## config.mk

```make
export PLATFORM = sky130hd
export DESIGN_NAME = field_eval_output_switch
export DESIGN_NICKNAME = d
export VERILOG_FILES = /design/src/shared/field_eval_pkg.sv /design/src/hdl/field_eval_core.sv /design/src/hdl/field_eval_output_switch.sv
export VERILOG_INCLUDE_DIRS = /design/src /design/src/shared
export SDC_FILE = /design/constraint.sdc
export NUM_CORES = 1
export LEC_CHECK = 0
export BUFFER_PORTS_ARGS = -buffer_cell sky130_fd_sc_hd__clkbuf_2
export CAP_MARGIN = 10
export CORE_ASPECT_RATIO = 0.9
export CORE_MARGIN = 1.5
export CORE_UTILIZATION = 63
export DETAILED_ROUTE_END_ITERATION = 8
export PLACE_DENSITY = 0.79
export SYNTH_ARGS = -nofsm -noshare
export SYNTH_HDL_FRONTEND = slang
export SYNTH_HIERARCHICAL = 1
export SYNTH_SLANG_ARGS = --single-unit
```

## constraint.sdc

```tcl
create_clock -name i_core_clk -period 6.31 [get_ports i_core_clk]
set_clock_uncertainty 0.1 [all_clocks]
set_input_delay 1.262 -clock i_core_clk [delete_from_list [all_inputs] [get_ports i_core_clk]]
set_output_delay 1.262 -clock i_core_clk [all_outputs]
set_load 0.1 [all_outputs]
```

## src/shared/field_eval_defs.svh

```systemverilog
// constants of the field evaluation and output switch block
`ifndef FIELD_EVAL_DEFS_SVH
`define FIELD_EVAL_DEFS_SVH

// build variant: 0 = small (8 fields, 4 outputs), 1 = large
`define FE_LARGE_VARIANT   0
`define FE_NUM_FIELDS_S    8
`define FE_NUM_OUTS_S      4
`define FE_NUM_FIELDS_L    128
`define FE_NUM_OUTS_L      8
`define FE_NUM_SETS        8
`define FE_NUM_CASES       8
`define FE_CASE_W          3
`define FE_SET_W           3

// configuration word layout, one word per field
`define FE_CFG_TYPE_LSB    0
`define FE_CFG_SET_LSB     2
`define FE_CFG_OUT_LSB     5
`define FE_CFG_W           13
// case map word: bit per field set
`define FE_CASE_MAP_W      8

// reset values
`define FE_OUT_RESET       1'b0

`endif

```

## src/shared/field_eval_pkg.sv

```systemverilog
// types of the field evaluation and output switch block
package field_eval_pkg;

    typedef enum logic [1:0] {
        FT_PROTECT   = 2'b00,
        FT_REF_CONT  = 2'b01,
        FT_CONT_DET  = 2'b10,
        FT_WARN      = 2'b11
    } field_kind_type;

    typedef enum logic [1:0] {
        ST_LOAD_FIELDS = 2'b00,
        ST_LOAD_CASES  = 2'b01,
        ST_WAIT_CASE   = 2'b10,
        ST_MONITOR     = 2'b11
    } eval_state_type;

endpackage

```

## src/hdl/field_eval_core.sv

```systemverilog
// per-field evaluation: one instance per field, all run in parallel
`timescale 1ns/10ps
`include "field_eval_defs.svh"

module field_eval_core
    import field_eval_pkg::*;
#(
    parameter int NOUTS = 4
) (
    input  wire logic [`FE_CFG_W-1:0]      i_cfg,
    input  wire logic [`FE_CASE_MAP_W-1:0] i_active_sets,
    input  wire logic                      i_hit,
    output logic      [NOUTS-1:0]          o_off_mask,
    output logic                           o_off_all,
    output logic                           o_warn
);

    field_kind_type           kind;
    logic [`FE_SET_W-1:0]     set_idx;
    logic [NOUTS-1:0]         out_map;
    logic                     active;

    // decode of the configuration word
    always_comb begin
        kind    = field_kind_type'(i_cfg[`FE_CFG_TYPE_LSB +: 2]);
        set_idx = i_cfg[`FE_CFG_SET_LSB +: `FE_SET_W];
        out_map = i_cfg[`FE_CFG_OUT_LSB +: NOUTS];
        active  = i_active_sets[set_idx];
    end

    // effect of a hit, by field kind
    always_comb begin
        o_off_mask = '0;
        o_off_all  = 1'b0;
        o_warn     = 1'b0;
        if (active && i_hit) begin
            case (kind)
                // protective field off
                FT_PROTECT:  o_off_mask = out_map;
                // reference contour all off
                FT_REF_CONT: o_off_all  = 1'b1;
                // contour detection own outputs
                FT_CONT_DET: o_off_mask = out_map;
                // warning never switches off
                default:     o_warn     = 1'b1;
            endcase
        end
    end

endmodule

```

## src/hdl/field_eval_output_switch.sv

```systemverilog
// field evaluation and safety output switching of a laser scanner
//
// Behaviour
// An object in an active protective field turns off its own outputs.
// A reference contour mismatch turns off every safety output.
// A contour detection mismatch turns off only its outputs in this case.
// A warning field drives only the warning indication, never an output.
// All fields of an active field set are evaluated in parallel each scan.
// Only the field sets mapped to the selected case are evaluated.
// A change of the case signal switches to the case mapped to it.
// Each field set of one case steers its own outputs independently.
// The whole configuration is loaded from external memory at power-up.
// Field and output counts are a build choice: 8/4 or 128/8.
// Outputs stay off until loaded and a valid case is selected.
`timescale 1ns/10ps
`include "field_eval_defs.svh"

module field_eval_output_switch
    import field_eval_pkg::*;
#(
    // variant sizes
    parameter int NFIELDS = (`FE_LARGE_VARIANT != 0) ?
                            `FE_NUM_FIELDS_L : `FE_NUM_FIELDS_S,
    parameter int NOUTS   = (`FE_LARGE_VARIANT != 0) ?
                            `FE_NUM_OUTS_L : `FE_NUM_OUTS_S,
    parameter int AW      = $clog2(NFIELDS + `FE_NUM_CASES)
) (
    input  wire logic                     i_core_clk,
    input  wire logic                     i_rstn,
    // configuration memory read port
    output logic                          o_cfg_rd,
    output logic      [AW-1:0]            o_cfg_addr,
    input  wire logic                     i_cfg_valid,
    input  wire logic [`FE_CFG_W-1:0]     i_cfg_data,
    // monitoring case from the controller
    input  wire logic [`FE_CASE_W-1:0]    i_case_sel,
    input  wire logic                     i_case_valid,
    // per-field results of the current scan
    input  wire logic                     i_scan_done,
    input  wire logic [NFIELDS-1:0]       i_field_hit,
    // results
    output logic      [NOUTS-1:0]         o_safe_out,
    output logic                          o_warn,
    output logic                          o_cfg_loaded,
    output logic      [`FE_CASE_W-1:0]    o_active_case
);

    localparam logic [AW-1:0] LAST_FIELD = AW'(NFIELDS - 1);
    localparam logic [AW-1:0] LAST_ADDR  = AW'(NFIELDS + `FE_NUM_CASES - 1);
    localparam int            FW         = $clog2(NFIELDS);
    localparam int            CW         = `FE_CASE_W;

    eval_state_type                   state_ff;
    logic [AW-1:0]                    addr_ff;
    logic                             rd_pend_ff;
    logic [`FE_CFG_W-1:0]             field_cfg_ff [NFIELDS];
    logic [`FE_CASE_MAP_W-1:0]        case_map_ff [`FE_NUM_CASES];
    logic [`FE_CASE_W-1:0]            case_ff;
    logic [NOUTS-1:0]                 out_ff;
    logic                             warn_ff;
    logic                             load_done_ff;

    logic [NOUTS-1:0]                 off_mask [NFIELDS];
    logic [NFIELDS-1:0]               off_all;
    logic [NFIELDS-1:0]               warn_vec;
    logic [NOUTS-1:0]                 nxt_out;
    logic                             nxt_warn;
    logic [`FE_CASE_MAP_W-1:0]        active_sets;

    // a case selector value is usable only if its map names any field set
    function automatic logic case_ok(input logic [`FE_CASE_MAP_W-1:0] map);
        case_ok = |map;
    endfunction

    ////////////////////////////////////////////////////////////////////////
    // power-up load sequencer

    assign o_cfg_rd     = (state_ff == ST_LOAD_FIELDS ||
                           state_ff == ST_LOAD_CASES) && !rd_pend_ff;
    assign o_cfg_addr   = addr_ff;
    assign o_cfg_loaded = load_done_ff;

    // load before monitoring
    always_ff @(posedge i_core_clk or negedge i_rstn) begin
        if (!i_rstn) begin
            state_ff     <= ST_LOAD_FIELDS;
            addr_ff      <= '0;
            rd_pend_ff   <= 1'b0;
            load_done_ff <= 1'b0;
        end else begin
            case (state_ff)
                ST_LOAD_FIELDS, ST_LOAD_CASES: begin
                    if (o_cfg_rd) begin
                        rd_pend_ff <= 1'b1;
                    end else if (i_cfg_valid) begin
                        rd_pend_ff <= 1'b0;
                        addr_ff    <= addr_ff + AW'(1);
                        if (addr_ff == LAST_FIELD) begin
                            state_ff <= ST_LOAD_CASES;
                        end
                        if (addr_ff == LAST_ADDR) begin
                            state_ff     <= ST_WAIT_CASE;
                            load_done_ff <= 1'b1;
                        end
                    end
                end
                ST_WAIT_CASE: begin
                    if (i_case_valid && case_ok(case_map_ff[i_case_sel])) begin
                        state_ff <= ST_MONITOR;
                    end
                end
                default: begin
                    // losing a valid case drops back to a safe wait
                    if (!i_case_valid ||
                        !case_ok(case_map_ff[i_case_sel])) begin
                        state_ff <= ST_WAIT_CASE;
                    end
                end
            endcase
        end
    end

    // configuration storage, written only while loading
    always_ff @(posedge i_core_clk or negedge i_rstn) begin
        if (!i_rstn) begin
            for (int i = 0; i < NFIELDS; i++) begin
                field_cfg_ff[i] <= '0;
            end
            for (int j = 0; j < `FE_NUM_CASES; j++) begin
                case_map_ff[j] <= '0;
            end
        end else if (rd_pend_ff && i_cfg_valid) begin
            if (state_ff == ST_LOAD_FIELDS) begin
                field_cfg_ff[addr_ff[FW-1:0]] <= i_cfg_data;
            end else if (state_ff == ST_LOAD_CASES) begin
                // offset of a map word, cut to the case index width
                case_map_ff[CW'(addr_ff - AW'(NFIELDS))] <=
                    i_cfg_data[`FE_CASE_MAP_W-1:0];
            end
        end
    end

    ////////////////////////////////////////////////////////////////////////
    // monitoring case selection

    // follow the case signal
    always_ff @(posedge i_core_clk or negedge i_rstn) begin
        if (!i_rstn) begin
            case_ff <= '0;
        end else if (load_done_ff && i_case_valid) begin
            case_ff <= i_case_sel;
        end
    end
    assign o_active_case = case_ff;

    // only the mapped field sets
    assign active_sets = (state_ff == ST_MONITOR) ? case_map_ff[case_ff] : '0;

    ////////////////////////////////////////////////////////////////////////
    // parallel field evaluation

    // every field in parallel
    for (genvar g = 0; g < NFIELDS; g++) begin : g_field
        field_eval_core #(
            .NOUTS (NOUTS)
        ) u_core (
            .i_cfg         (field_cfg_ff[g]),
            .i_active_sets (active_sets),
            .i_hit         (i_field_hit[g]),
            .o_off_mask    (off_mask[g]),
            .o_off_all     (off_all[g]),
            .o_warn        (warn_vec[g])
        );
    end

    // per-set output groups combine by OR of off requests
    always_comb begin
        nxt_out = '1;
        for (int k = 0; k < NFIELDS; k++) begin
            nxt_out = nxt_out & ~off_mask[k];
        end
        // any reference mismatch
        if (|off_all) begin
            nxt_out = '0;
        end
        // warning kept apart
        nxt_warn = |warn_vec;
    end

    ////////////////////////////////////////////////////////////////////////
    // output registers; updated once per scan result

    // off until ready
    always_ff @(posedge i_core_clk or negedge i_rstn) begin
        if (!i_rstn) begin
            out_ff  <= {NOUTS{`FE_OUT_RESET}};
            warn_ff <= 1'b0;
        // a dropped case request switches off at this very edge, so no
        // scan result of the old case slips out while the state catches up
        end else if (state_ff != ST_MONITOR || !i_case_valid) begin
            out_ff  <= {NOUTS{`FE_OUT_RESET}};
            warn_ff <= 1'b0;
        end else if (i_scan_done) begin
            out_ff  <= nxt_out;
            warn_ff <= nxt_warn;
        end
    end
    assign o_safe_out = out_ff;
    assign o_warn     = warn_ff;

endmodule

```

==> results of run 1 <==
final timing paths:
path | from | endpoint | cells past startpoint
max in group asynchronous | i_rstn | field_cfg_ff[16] | 2
worst max register to register | o_active_case[0] | o_safe_out[0] | 9
worst min-delay path | field_cfg_ff[60] | field_cfg_ff[60] | 1
worst max-delay path | o_active_case[0] | o_safe_out[0] | 9
worst min register to register | field_cfg_ff[60] | field_cfg_ff[60] | 1
min in group asynchronous | i_rstn | case_map_ff[3] | 1
final cells by class:
type,instances,area share
flip-flops and latches,152,0.437
multi-input cells,406,0.430
clock buffers,26,0.0607
repair buffers,41,0.0251
well taps,160,0.0230
inverters,41,0.0177
clock inverters,6,0.00704
state kept, by name, indices dropped and copies added (netlist names):
register and cells:
field_cfg_ff 72, case_map_ff 64, o_cfg_addr 4, o_safe_out 4
o_active_case 3, state_ff 2, o_cfg_loaded 1, o_warn 1
rd_pend_ff 1
power by group:
group	switching [mW]	internal, mW	total (mW)	leakage, nW
clock	0.377	0.615	0.992	0.292
sequential	0.503	1.39	1.90	1.95
combinational	0.881	0.770	1.65	1.62
total	1.76	2.78	4.54	3.86
cell usage in the layout (no fill, tap or decap), drive strengths merged:
master / instances
a21oi: 1
a311oi: 1
a32o: 4
a32oi: 3
a41o: 1
and2: 1
and4b: 1
buf: 4
bufinv: 1
clkbuf: 63
clkinv: 4
clkinvlp: 1
dfrtp: 152
ha: 1
inv: 41
mux2: 172
mux2i: 8
mux4: 16
nand2: 26
nand2b: 16
nand3: 7
nand3b: 2
nand4b: 6
nor2: 22
nor3: 14
nor3b: 2
nor4: 65
nor4b: 3
nor4bb: 1
o21ai: 1
o21bai: 1
o221ai: 8
o22ai: 10
or2: 8
or4: 1
or4b: 1
xnor2: 1
xor2: 2
worst register-to-register path, stage by stage, from the launching register on:
cell and delay, ns:
dfrtp_1 1.02, mux4_2 0.66, mux2i_1 0.23, nor2_1 0.21, mux2_2 0.31, o22ai_1 0.52
nor4_1 0.12, nor4_1 0.38, and4b_1 0.33, a32o_1 0.20
metal layers:
layer | routed length, microns | vias to the layer above
met3 | 1690 | 35
met5 | 0 | -
met1 | 8130 | 2782
met4 | 358 | 0
li1 | - | 2406
met2 | 8860 | 262
==> impl_metrics.tcl, run 1 <==
set metrics [dict create \
    outcome "finished, final reports clean" \
    reg2reg_slack_ns 2.15 \
    syn2layout_area_growth_pct 11.3 \
    grt_use_met3 0.0785 \
    worstMarginPinSlew_ns 1.23 \
    antenna_cells 0 \
    dpl.hpwl_mm 12.9 \
    dp.cells 800 \
    grt_pass1_wl_mm 30.2 \
    max-cap-violations 0 \
    tritoncts "built" \
    p_per_area_mw_per_mm2 521 \
    crit_family "multiplexers" \
    cp.required_ns 6.56 \
    dpl_cell_area_sq_mm 0.00812 \
    p_leak_nw 3.86 \
    finalSetupTns_ns 0 \
    worst_slack_ns 2.15 \
    clock_latency_ns 0.42 \
    die_w_microns 121 \
    fp-row-count 38 \
    hold_viol_final 0 \
    initial_utilization 0.648 \
    num_vias 5485 \
    preCtsSetupSlack_ns 2.33 \
    maxSlewHeadroom 0.171 \
    irDropWorstVdd_mv 0.251 \
    synth.avg_cell_area_sq_um 12.5 \
    slowest_delay_ns 1.02 \
    critPathSlowestCell "dfrtp_1" \
    dr.pass1.iters 6 \
    grt_max_degree 101 \
    post-cts-setup-buffers 0 \
    ctsLongestPathBuffers 2 \
    end_kind "flip-flop" \
    drt_first_iter_violations 532 \
    final_area_sq_mm 0.00871 \
    finalMaxSlewViolations 0 \
    die_area_sq_mm 0.0131 \
    layout.area.seq_sq_mm 0.00380 \
    drt-total-wl_mm 19.0 \
    cts_hold_buffers 0 \
    post-route-min-period_ns 4.16 \
    whs_ns 0.403 \
    start_kind "flip-flop" \
    clk_pin_slew_worst_paths_ns 0.06 \
    antenna_left 0 \
    track_usage 0.310 \
    yosysWarnings 6 \
    fmax_ghz 0.241 \
    min_period_over_period 0.659 \
    die_h_microns 109 \
    use_met1 0.445 \
    instances_no_fill 832 \
    setup_viol 0 \
    total_power_mw 4.54 \
    fp.coreArea_sq_mm 0.0121 \
    cts.sinks 152 \
    postLayoutCoreUtil 0.722 \
    drive_above_1_share 0.412 \
    cp_num_buf_inv 0 \
    post_cts_resized 0 \
    synthesis.nets 658 \
    grt_use_met2 0.467 \
    syn_area_sq_mm 0.00783 \
    portBuffers 38 \
    gp_congestion 0.940 \
    cts_made_buffers 17 \
    drc_errors 0 \
    cts_root_buf "clkbuf_16" \
    nNetsFinal 689 \
    min_path_type "flip-flop to flip-flop" \
    path_max_fanout 18 \
    multiInputGateArea_sq_mm 0.00375 \
    wl_per_cell_microns 22.9 \
    path_cells "mux4_2, mux2i_1, nor2_1, mux2_2, o22ai_1, nor4_1, nor4_1, and4b_1, a32o_1" \
    grt_pass1_vias 5536 \
    path_class "flip-flop to flip-flop" \
    io_pins 43 \
    rsz0062_at_grt "false" \
    antenna_found_initial 0 \
    via_per_inst 6.59 \
    arrival_ns 4.40 \
    grt_busiest_layer "met2" \
    syn_inst 628 \
    critPathMostFrequentCell "nor4_1" \
    cts-htree-levels 4 \
    grt_remaining_overflow 0 \
    fillCellCount 813 \
]
Note: power is estimated with default switching activity, not from simulation.
==> run 2: changes to the inputs <==
--- a/config.mk
+++ b/config.mk
@@ -10,9 +10,9 @@
 export CAP_MARGIN = 10
 export CORE_ASPECT_RATIO = 0.9
 export CORE_MARGIN = 1.5
-export CORE_UTILIZATION = 63
+export CORE_UTILIZATION = 56
 export DETAILED_ROUTE_END_ITERATION = 8
-export PLACE_DENSITY = 0.79
+export PLACE_DENSITY = 0.75
 export SYNTH_ARGS = -nofsm -noshare
 export SYNTH_HDL_FRONTEND = slang
 export SYNTH_HIERARCHICAL = 1
==> constraint.sdc (replaced) <==
create_clock -name i_core_clk -period 3.6 [get_ports i_core_clk]
set_clock_uncertainty 0.1 [all_clocks]
set_input_delay 0.72 -clock i_core_clk [delete_from_list [all_inputs] [get_ports i_core_clk]]
set_output_delay 0.72 -clock i_core_clk [all_outputs]
set_load 0.1 [all_outputs]
==> impl_metrics.tcl, run 2 (same netlist as run 1, synthesis figures left out) <==
set metrics [dict create \
    path_depth 10 \
    syn2layout_area_growth_pct 14.7 \
    path_class "flip-flop to flip-flop" \
    fp-row-count 40 \
    wl_per_cell_microns 22.3 \
    initial_utilization 0.580 \
    regMostFlops "field_cfg_ff" \
    grt_pass1_vias 5493 \
    track_usage 0.277 \
    drc_errors 0 \
    irDropWorstVdd_mv 0.471 \
    worstMarginPinSlew_ns 0.871 \
    num_vias 5601 \
    tritoncts "built" \
    die_h_microns 115 \
    multiInputGateArea_sq_mm 0.00375 \
    clock_latency_ns 0.43 \
    ff2ff_path_depth 10 \
    cts_root_buf "clkbuf_16" \
    slowest_delay_ns 0.60 \
    finalSetupTns_ns 0 \
    die_w_microns 128 \
    end_kind "flip-flop" \
    clk_pin_slew_worst_paths_ns 0.06 \
    largest_reg_flops 72 \
    cts.sinks 152 \
    critPathSlowestCell "dfrtp_4" \
    dr.pass1.iters 5 \
    drt_first_iter_violations 480 \
    cp_num_buf_inv 1 \
    gp_congestion 0.924 \
    crit_family "multiplexers" \
    postLayoutCoreUtil 0.665 \
    cp.required_ns 3.86 \
    post-route-min-period_ns 3.49 \
    hold_viol_final 0 \
    finalMaxSlewViolations 0 \
    antenna_left 0 \
    reg_top3 "field_cfg_ff (72), case_map_ff (64)" \
    start_kind "flip-flop" \
    whs_ns 0.111 \
    outcome "finished, final reports clean" \
    layout.area.seq_sq_mm 0.00381 \
    dpl.hpwl_mm 13.3 \
    path_max_fanout 15 \
    cts-htree-levels 4 \
    grt_max_degree 76 \
    antenna_found_initial 0 \
    arrival_ns 3.75 \
    cts_made_buffers 17 \
    portBuffers 38 \
    antenna_cells 0 \
    nNetsFinal 714 \
    fp.coreArea_sq_mm 0.0135 \
    grt_pass1_wl_mm 30.3 \
    path_cells "buf_12, mux4_2, mux2i_1, nor2_1, mux2_2, o221ai_2, nor4_1, nor4_1, and4b_1, a32o_1" \
    drt-total-wl_mm 19.3 \
    final_common_cell "mux2_2" \
    drive_above_1_share 0.439 \
    maxSlewHeadroom 0.416 \
    min_period_over_period 0.969 \
    cts_hold_buffers 0 \
    grt_remaining_overflow 0 \
    rsz0062_at_grt "false" \
    p_leak_nw 4.00 \
    min_path_type "input pin to asynchronous set/reset pin" \
    setup_viol 0 \
    p_per_area_mw_per_mm2 926 \
    most-common-layout-cells "165 x mux2_2, 150 x dfrtp_1, 64 x nor4_1" \
    ctsLongestPathBuffers 2 \
    die_area_sq_mm 0.0147 \
    critPathMostFrequentCell "nor4_1" \
    via_per_inst 6.48 \
    max-cap-violations 0 \
    fillCellCount 972 \
    fmax_ghz 0.287 \
    io_pins 43 \
]
## run 2: cell types whose count changed in the layout (fill, tap and decap cells not counted), moves of 2 or more
cell	change
buf_12	+2
buf_4	+23
bufinv_16	+3
clkbuf_1	-2
clkbuf_8	-6
clkinvlp_4	+3
dfrtp_1	-2
inv_6	+3
## run 2: where the power goes
part	total, mW	internal [mW]	leakage, nW	switching [mW]
clock network	1.91	1.18	0.299	0.730
logic	3.12	1.51	1.75	1.62
registers	3.28	2.45	1.94	0.836
total	8.32	5.14	4.00	3.18
## run 2: cell type report
| cell class | count | area share |
|---|---|---|
| Clock buffer | 18 | 0.0489 |
| Clock inverter | 14 | 0.0217 |
| Inverter | 41 | 0.0171 |
| Multi-Input combinational cell | 406 | 0.417 |
| Sequential cell | 152 | 0.424 |
| Tap cell | 168 | 0.0234 |
| Timing Repair Buffer | 66 | 0.0480 |
## run 2: metal layers
layer	wire length (microns)	share of wire	track usage	vias to the layer above
met5	0	0	0	-
met4	579	0.030	0.126	0
met3	1380	0.072	0.0498	47
met2	8700	0.45	0.413	218
met1	8630	0.45	0.400	2869
li1	-	-	-	2467
## run 2: path summary, 6_finish.rpt
check	startpoint	to	slack, ns
max reg2reg	o_active_case[0]	o_safe_out[3]	0.11
min reg2reg	field_cfg_ff[60]	field_cfg_ff[60]	0.40
max	o_active_case[0]	o_safe_out[3]	0.11
max in group asynchronous	i_rstn	case_map_ff[18]	2.44
min in group i_core_clk	field_cfg_ff[60]	field_cfg_ff[60]	0.40
min	i_rstn	o_cfg_addr[3]	0.11
## run 2: per-stage QoR
step                      worst slack [ns]  power, mW  area, sq um  cells
after detailed placement             0.163       6.34         8350    833
final                                0.113       8.32         8980    865
after CTS                            0.138       8.27         8980    865
after global placement               0.209       6.17         8350    833
after floorplan                     0.0477       5.38         7830    628
after global routing               0.00302       8.73         8980    865
## run 2: repair_timing
action,CTS,global route
gates resized for setup,0,1
setup buffers,0,0
setup endpoints to repair,0,4
==> run 3: changes to the inputs <==
--- a/config.mk
+++ b/config.mk
@@ -8,7 +8,7 @@
 export LEC_CHECK = 0
 export BUFFER_PORTS_ARGS = -buffer_cell sky130_fd_sc_hd__clkbuf_2
 export CAP_MARGIN = 10
-export CORE_ASPECT_RATIO = 0.9
+export CORE_ASPECT_RATIO = 1.5
 export CORE_MARGIN = 1.5
 export CORE_UTILIZATION = 56
 export DETAILED_ROUTE_END_ITERATION = 8
==> constraint.sdc (replaced) <==
create_clock -name i_core_clk -period 3.6 [get_ports i_core_clk]
set_clock_uncertainty 0.1 [all_clocks]
set_input_delay 0.72 -clock i_core_clk [delete_from_list [all_inputs] [get_ports i_core_clk]]
set_output_delay 0.72 -clock i_core_clk [all_outputs]
set_load 0.05 [all_outputs]
==> impl_metrics.tcl, run 3 (same netlist as run 1, synthesis figures left out) <==
set metrics [dict create \
    end_kind "flip-flop" \
    outcome "finished, final reports clean" \
    worstMarginPinSlew_ns 0.922 \
    max-cap-violations 0 \
    cts_root_buf "clkbuf_16" \
    drt_first_iter_violations 275 \
    dr.pass1.iters 4 \
    start_kind "flip-flop" \
    rsz0062_at_grt "false" \
    drt-total-wl_mm 19.6 \
    regMostFlops "field_cfg_ff" \
    io_pins 43 \
    tritoncts "built" \
    drc_errors 0 \
    final_area_sq_mm 0.00885 \
    postLayoutCoreUtil 0.651 \
    gp_congestion 0.979 \
    grt_max_degree 106 \
    num_vias 5459 \
    track_usage 0.283 \
    worst_slack_ns 0.255 \
    clock_latency_ns 0.42 \
    dp.cells 819 \
    path_class "flip-flop to flip-flop" \
    fillCellCount 1024 \
    arrival_ns 3.60 \
    maxSlewHeadroom 0.384 \
    cts-htree-levels 4 \
    p_per_area_mw_per_mm2 889 \
    largest_reg_flops 72 \
    dpl.hpwl_mm 13.9 \
    wl_per_cell_microns 23.1 \
    most-common-layout-cells "165 x mux2_2, 151 x dfrtp_1, 64 x nor4_1" \
    clk_pin_slew_worst_paths_ns 0.06 \
    hold_viol_final 0 \
    path_max_fanout 16 \
    antenna_left 0 \
    reg_top3 "field_cfg_ff (72), case_map_ff (64)" \
    syn2layout_area_growth_pct 13.0 \
    die_area_sq_mm 0.0147 \
    portBuffers 38 \
    grt_pass1_vias 5849 \
    die_w_microns 99.6 \
    fp.coreArea_sq_mm 0.0136 \
    grt_remaining_overflow 0 \
    cp.required_ns 3.85 \
    instances_no_fill 851 \
    cp-startpoint "o_active_case[0]" \
    dpl_cell_area_sq_mm 0.00828 \
    antenna_cells 0 \
    finalMaxSlewViolations 0 \
    initial_utilization 0.576 \
    post-route-min-period_ns 3.35 \
    nNetsFinal 706 \
    preCtsSetupSlack_ns 0.176 \
    grt_pass1_wl_mm 31.4 \
    min_path_type "input pin to asynchronous set/reset pin" \
    reg2reg_from "o_active_case[0]" \
    antenna_found_initial 0 \
    irDropWorstVdd_mv 0.544 \
    via_per_inst 6.41 \
    final_common_cell "mux2_2" \
    cts.sinks 152 \
    die_h_microns 148 \
    ctsLongestPathBuffers 2 \
    setup_viol 0 \
    finalSetupTns_ns 0 \
    cts_made_buffers 17 \
    min_period_over_period 0.929 \
    drive_above_1_share 0.428 \
    p_leak_nw 3.93 \
    fmax_ghz 0.299 \
    fp-row-count 52 \
]
[run 3: cell types whose count changed in the layout (fill, tap and decap cells not counted), moves of 2 or more]
cell and delta:
buf_4 -8, bufinv_16 -2, clkbuf_1 +2, clkinv_2 +2, inv_6 -2
[run 3: cell type report]
| cell class | instances | area [sq um] | share of cell area |
|---|---|---|---|
| Inverter | 41 | 154 | 0.0174 |
| Tap cell | 162 | 203 | 0.0229 |
| Timing Repair Buffer | 58 | 372 | 0.0420 |
| Multi-Input combinational cell | 406 | 3750 | 0.423 |
| Sequential cell | 152 | 3800 | 0.430 |
| Clock inverter | 12 | 126 | 0.0143 |
| Clock buffer | 20 | 447 | 0.0505 |
[run 3: critical path, stage by stage, from the launching register on]
cell and delay [ns]:
dfrtp_1 0.40, buf_12 0.19, mux4_2 0.54, mux2i_1 0.18, nor2_1 0.19, mux2_2 0.33, o221ai_2 0.41, nor4_1 0.12
nor4_1 0.30, and4b_1 0.32, a32o_1 0.19
[run 3: per-layer routing]
metal / GRT usage / up-vias / part of all wire
met3: 0.0492 / 68 / 0.031
met1: 0.309 / 2791 / 0.37
met2: 0.517 / 161 / 0.55
li1: - / 2439 / -
met5: 0 / - / 0
met4: 0.146 / 0 / 0.049
[run 3: final timing paths]
check / cells after the start / to / slack (ns)
setup / recovery: 10 / o_safe_out[1] / 0.25
hold / removal: 1 / field_cfg_ff[85] / 0.13
setup reg to reg: 10 / o_safe_out[1] / 0.25
hold reg to reg: 1 / field_cfg_ff[60] / 0.39
max in group asynchronous: 2 / case_map_ff[29] / 2.35
min in group i_core_clk: 1 / field_cfg_ff[60] / 0.39
[run 3: power breakdown]
| part | internal (mW) | leakage, nW | total, mW | switching (mW) |
|---|---|---|---|---|
| combinational | 1.47 | 1.72 | 2.88 | 1.40 |
| sequential | 2.44 | 1.95 | 3.26 | 0.816 |
| clock | 1.03 | 0.268 | 1.73 | 0.699 |
[run 3: per-stage QoR]
step                      hold slack [ns]  power, mW
after detailed placement            0.382       6.12
after global routing                0.160       8.28
after global placement              0.373       5.93
after CTS                           0.145       7.88
final                               0.128       7.87
after floorplan                     0.324       5.16
[run 3: what timing repair did]
| item | 4_1_cts | 5_1_grt |
|---|---|---|
| buffers inserted | 0 | 0 |
| setup endpoints to repair | 0 | 4 |
| hold buffers | 0 | 0 |
| gates resized for setup | 0 | 1 |
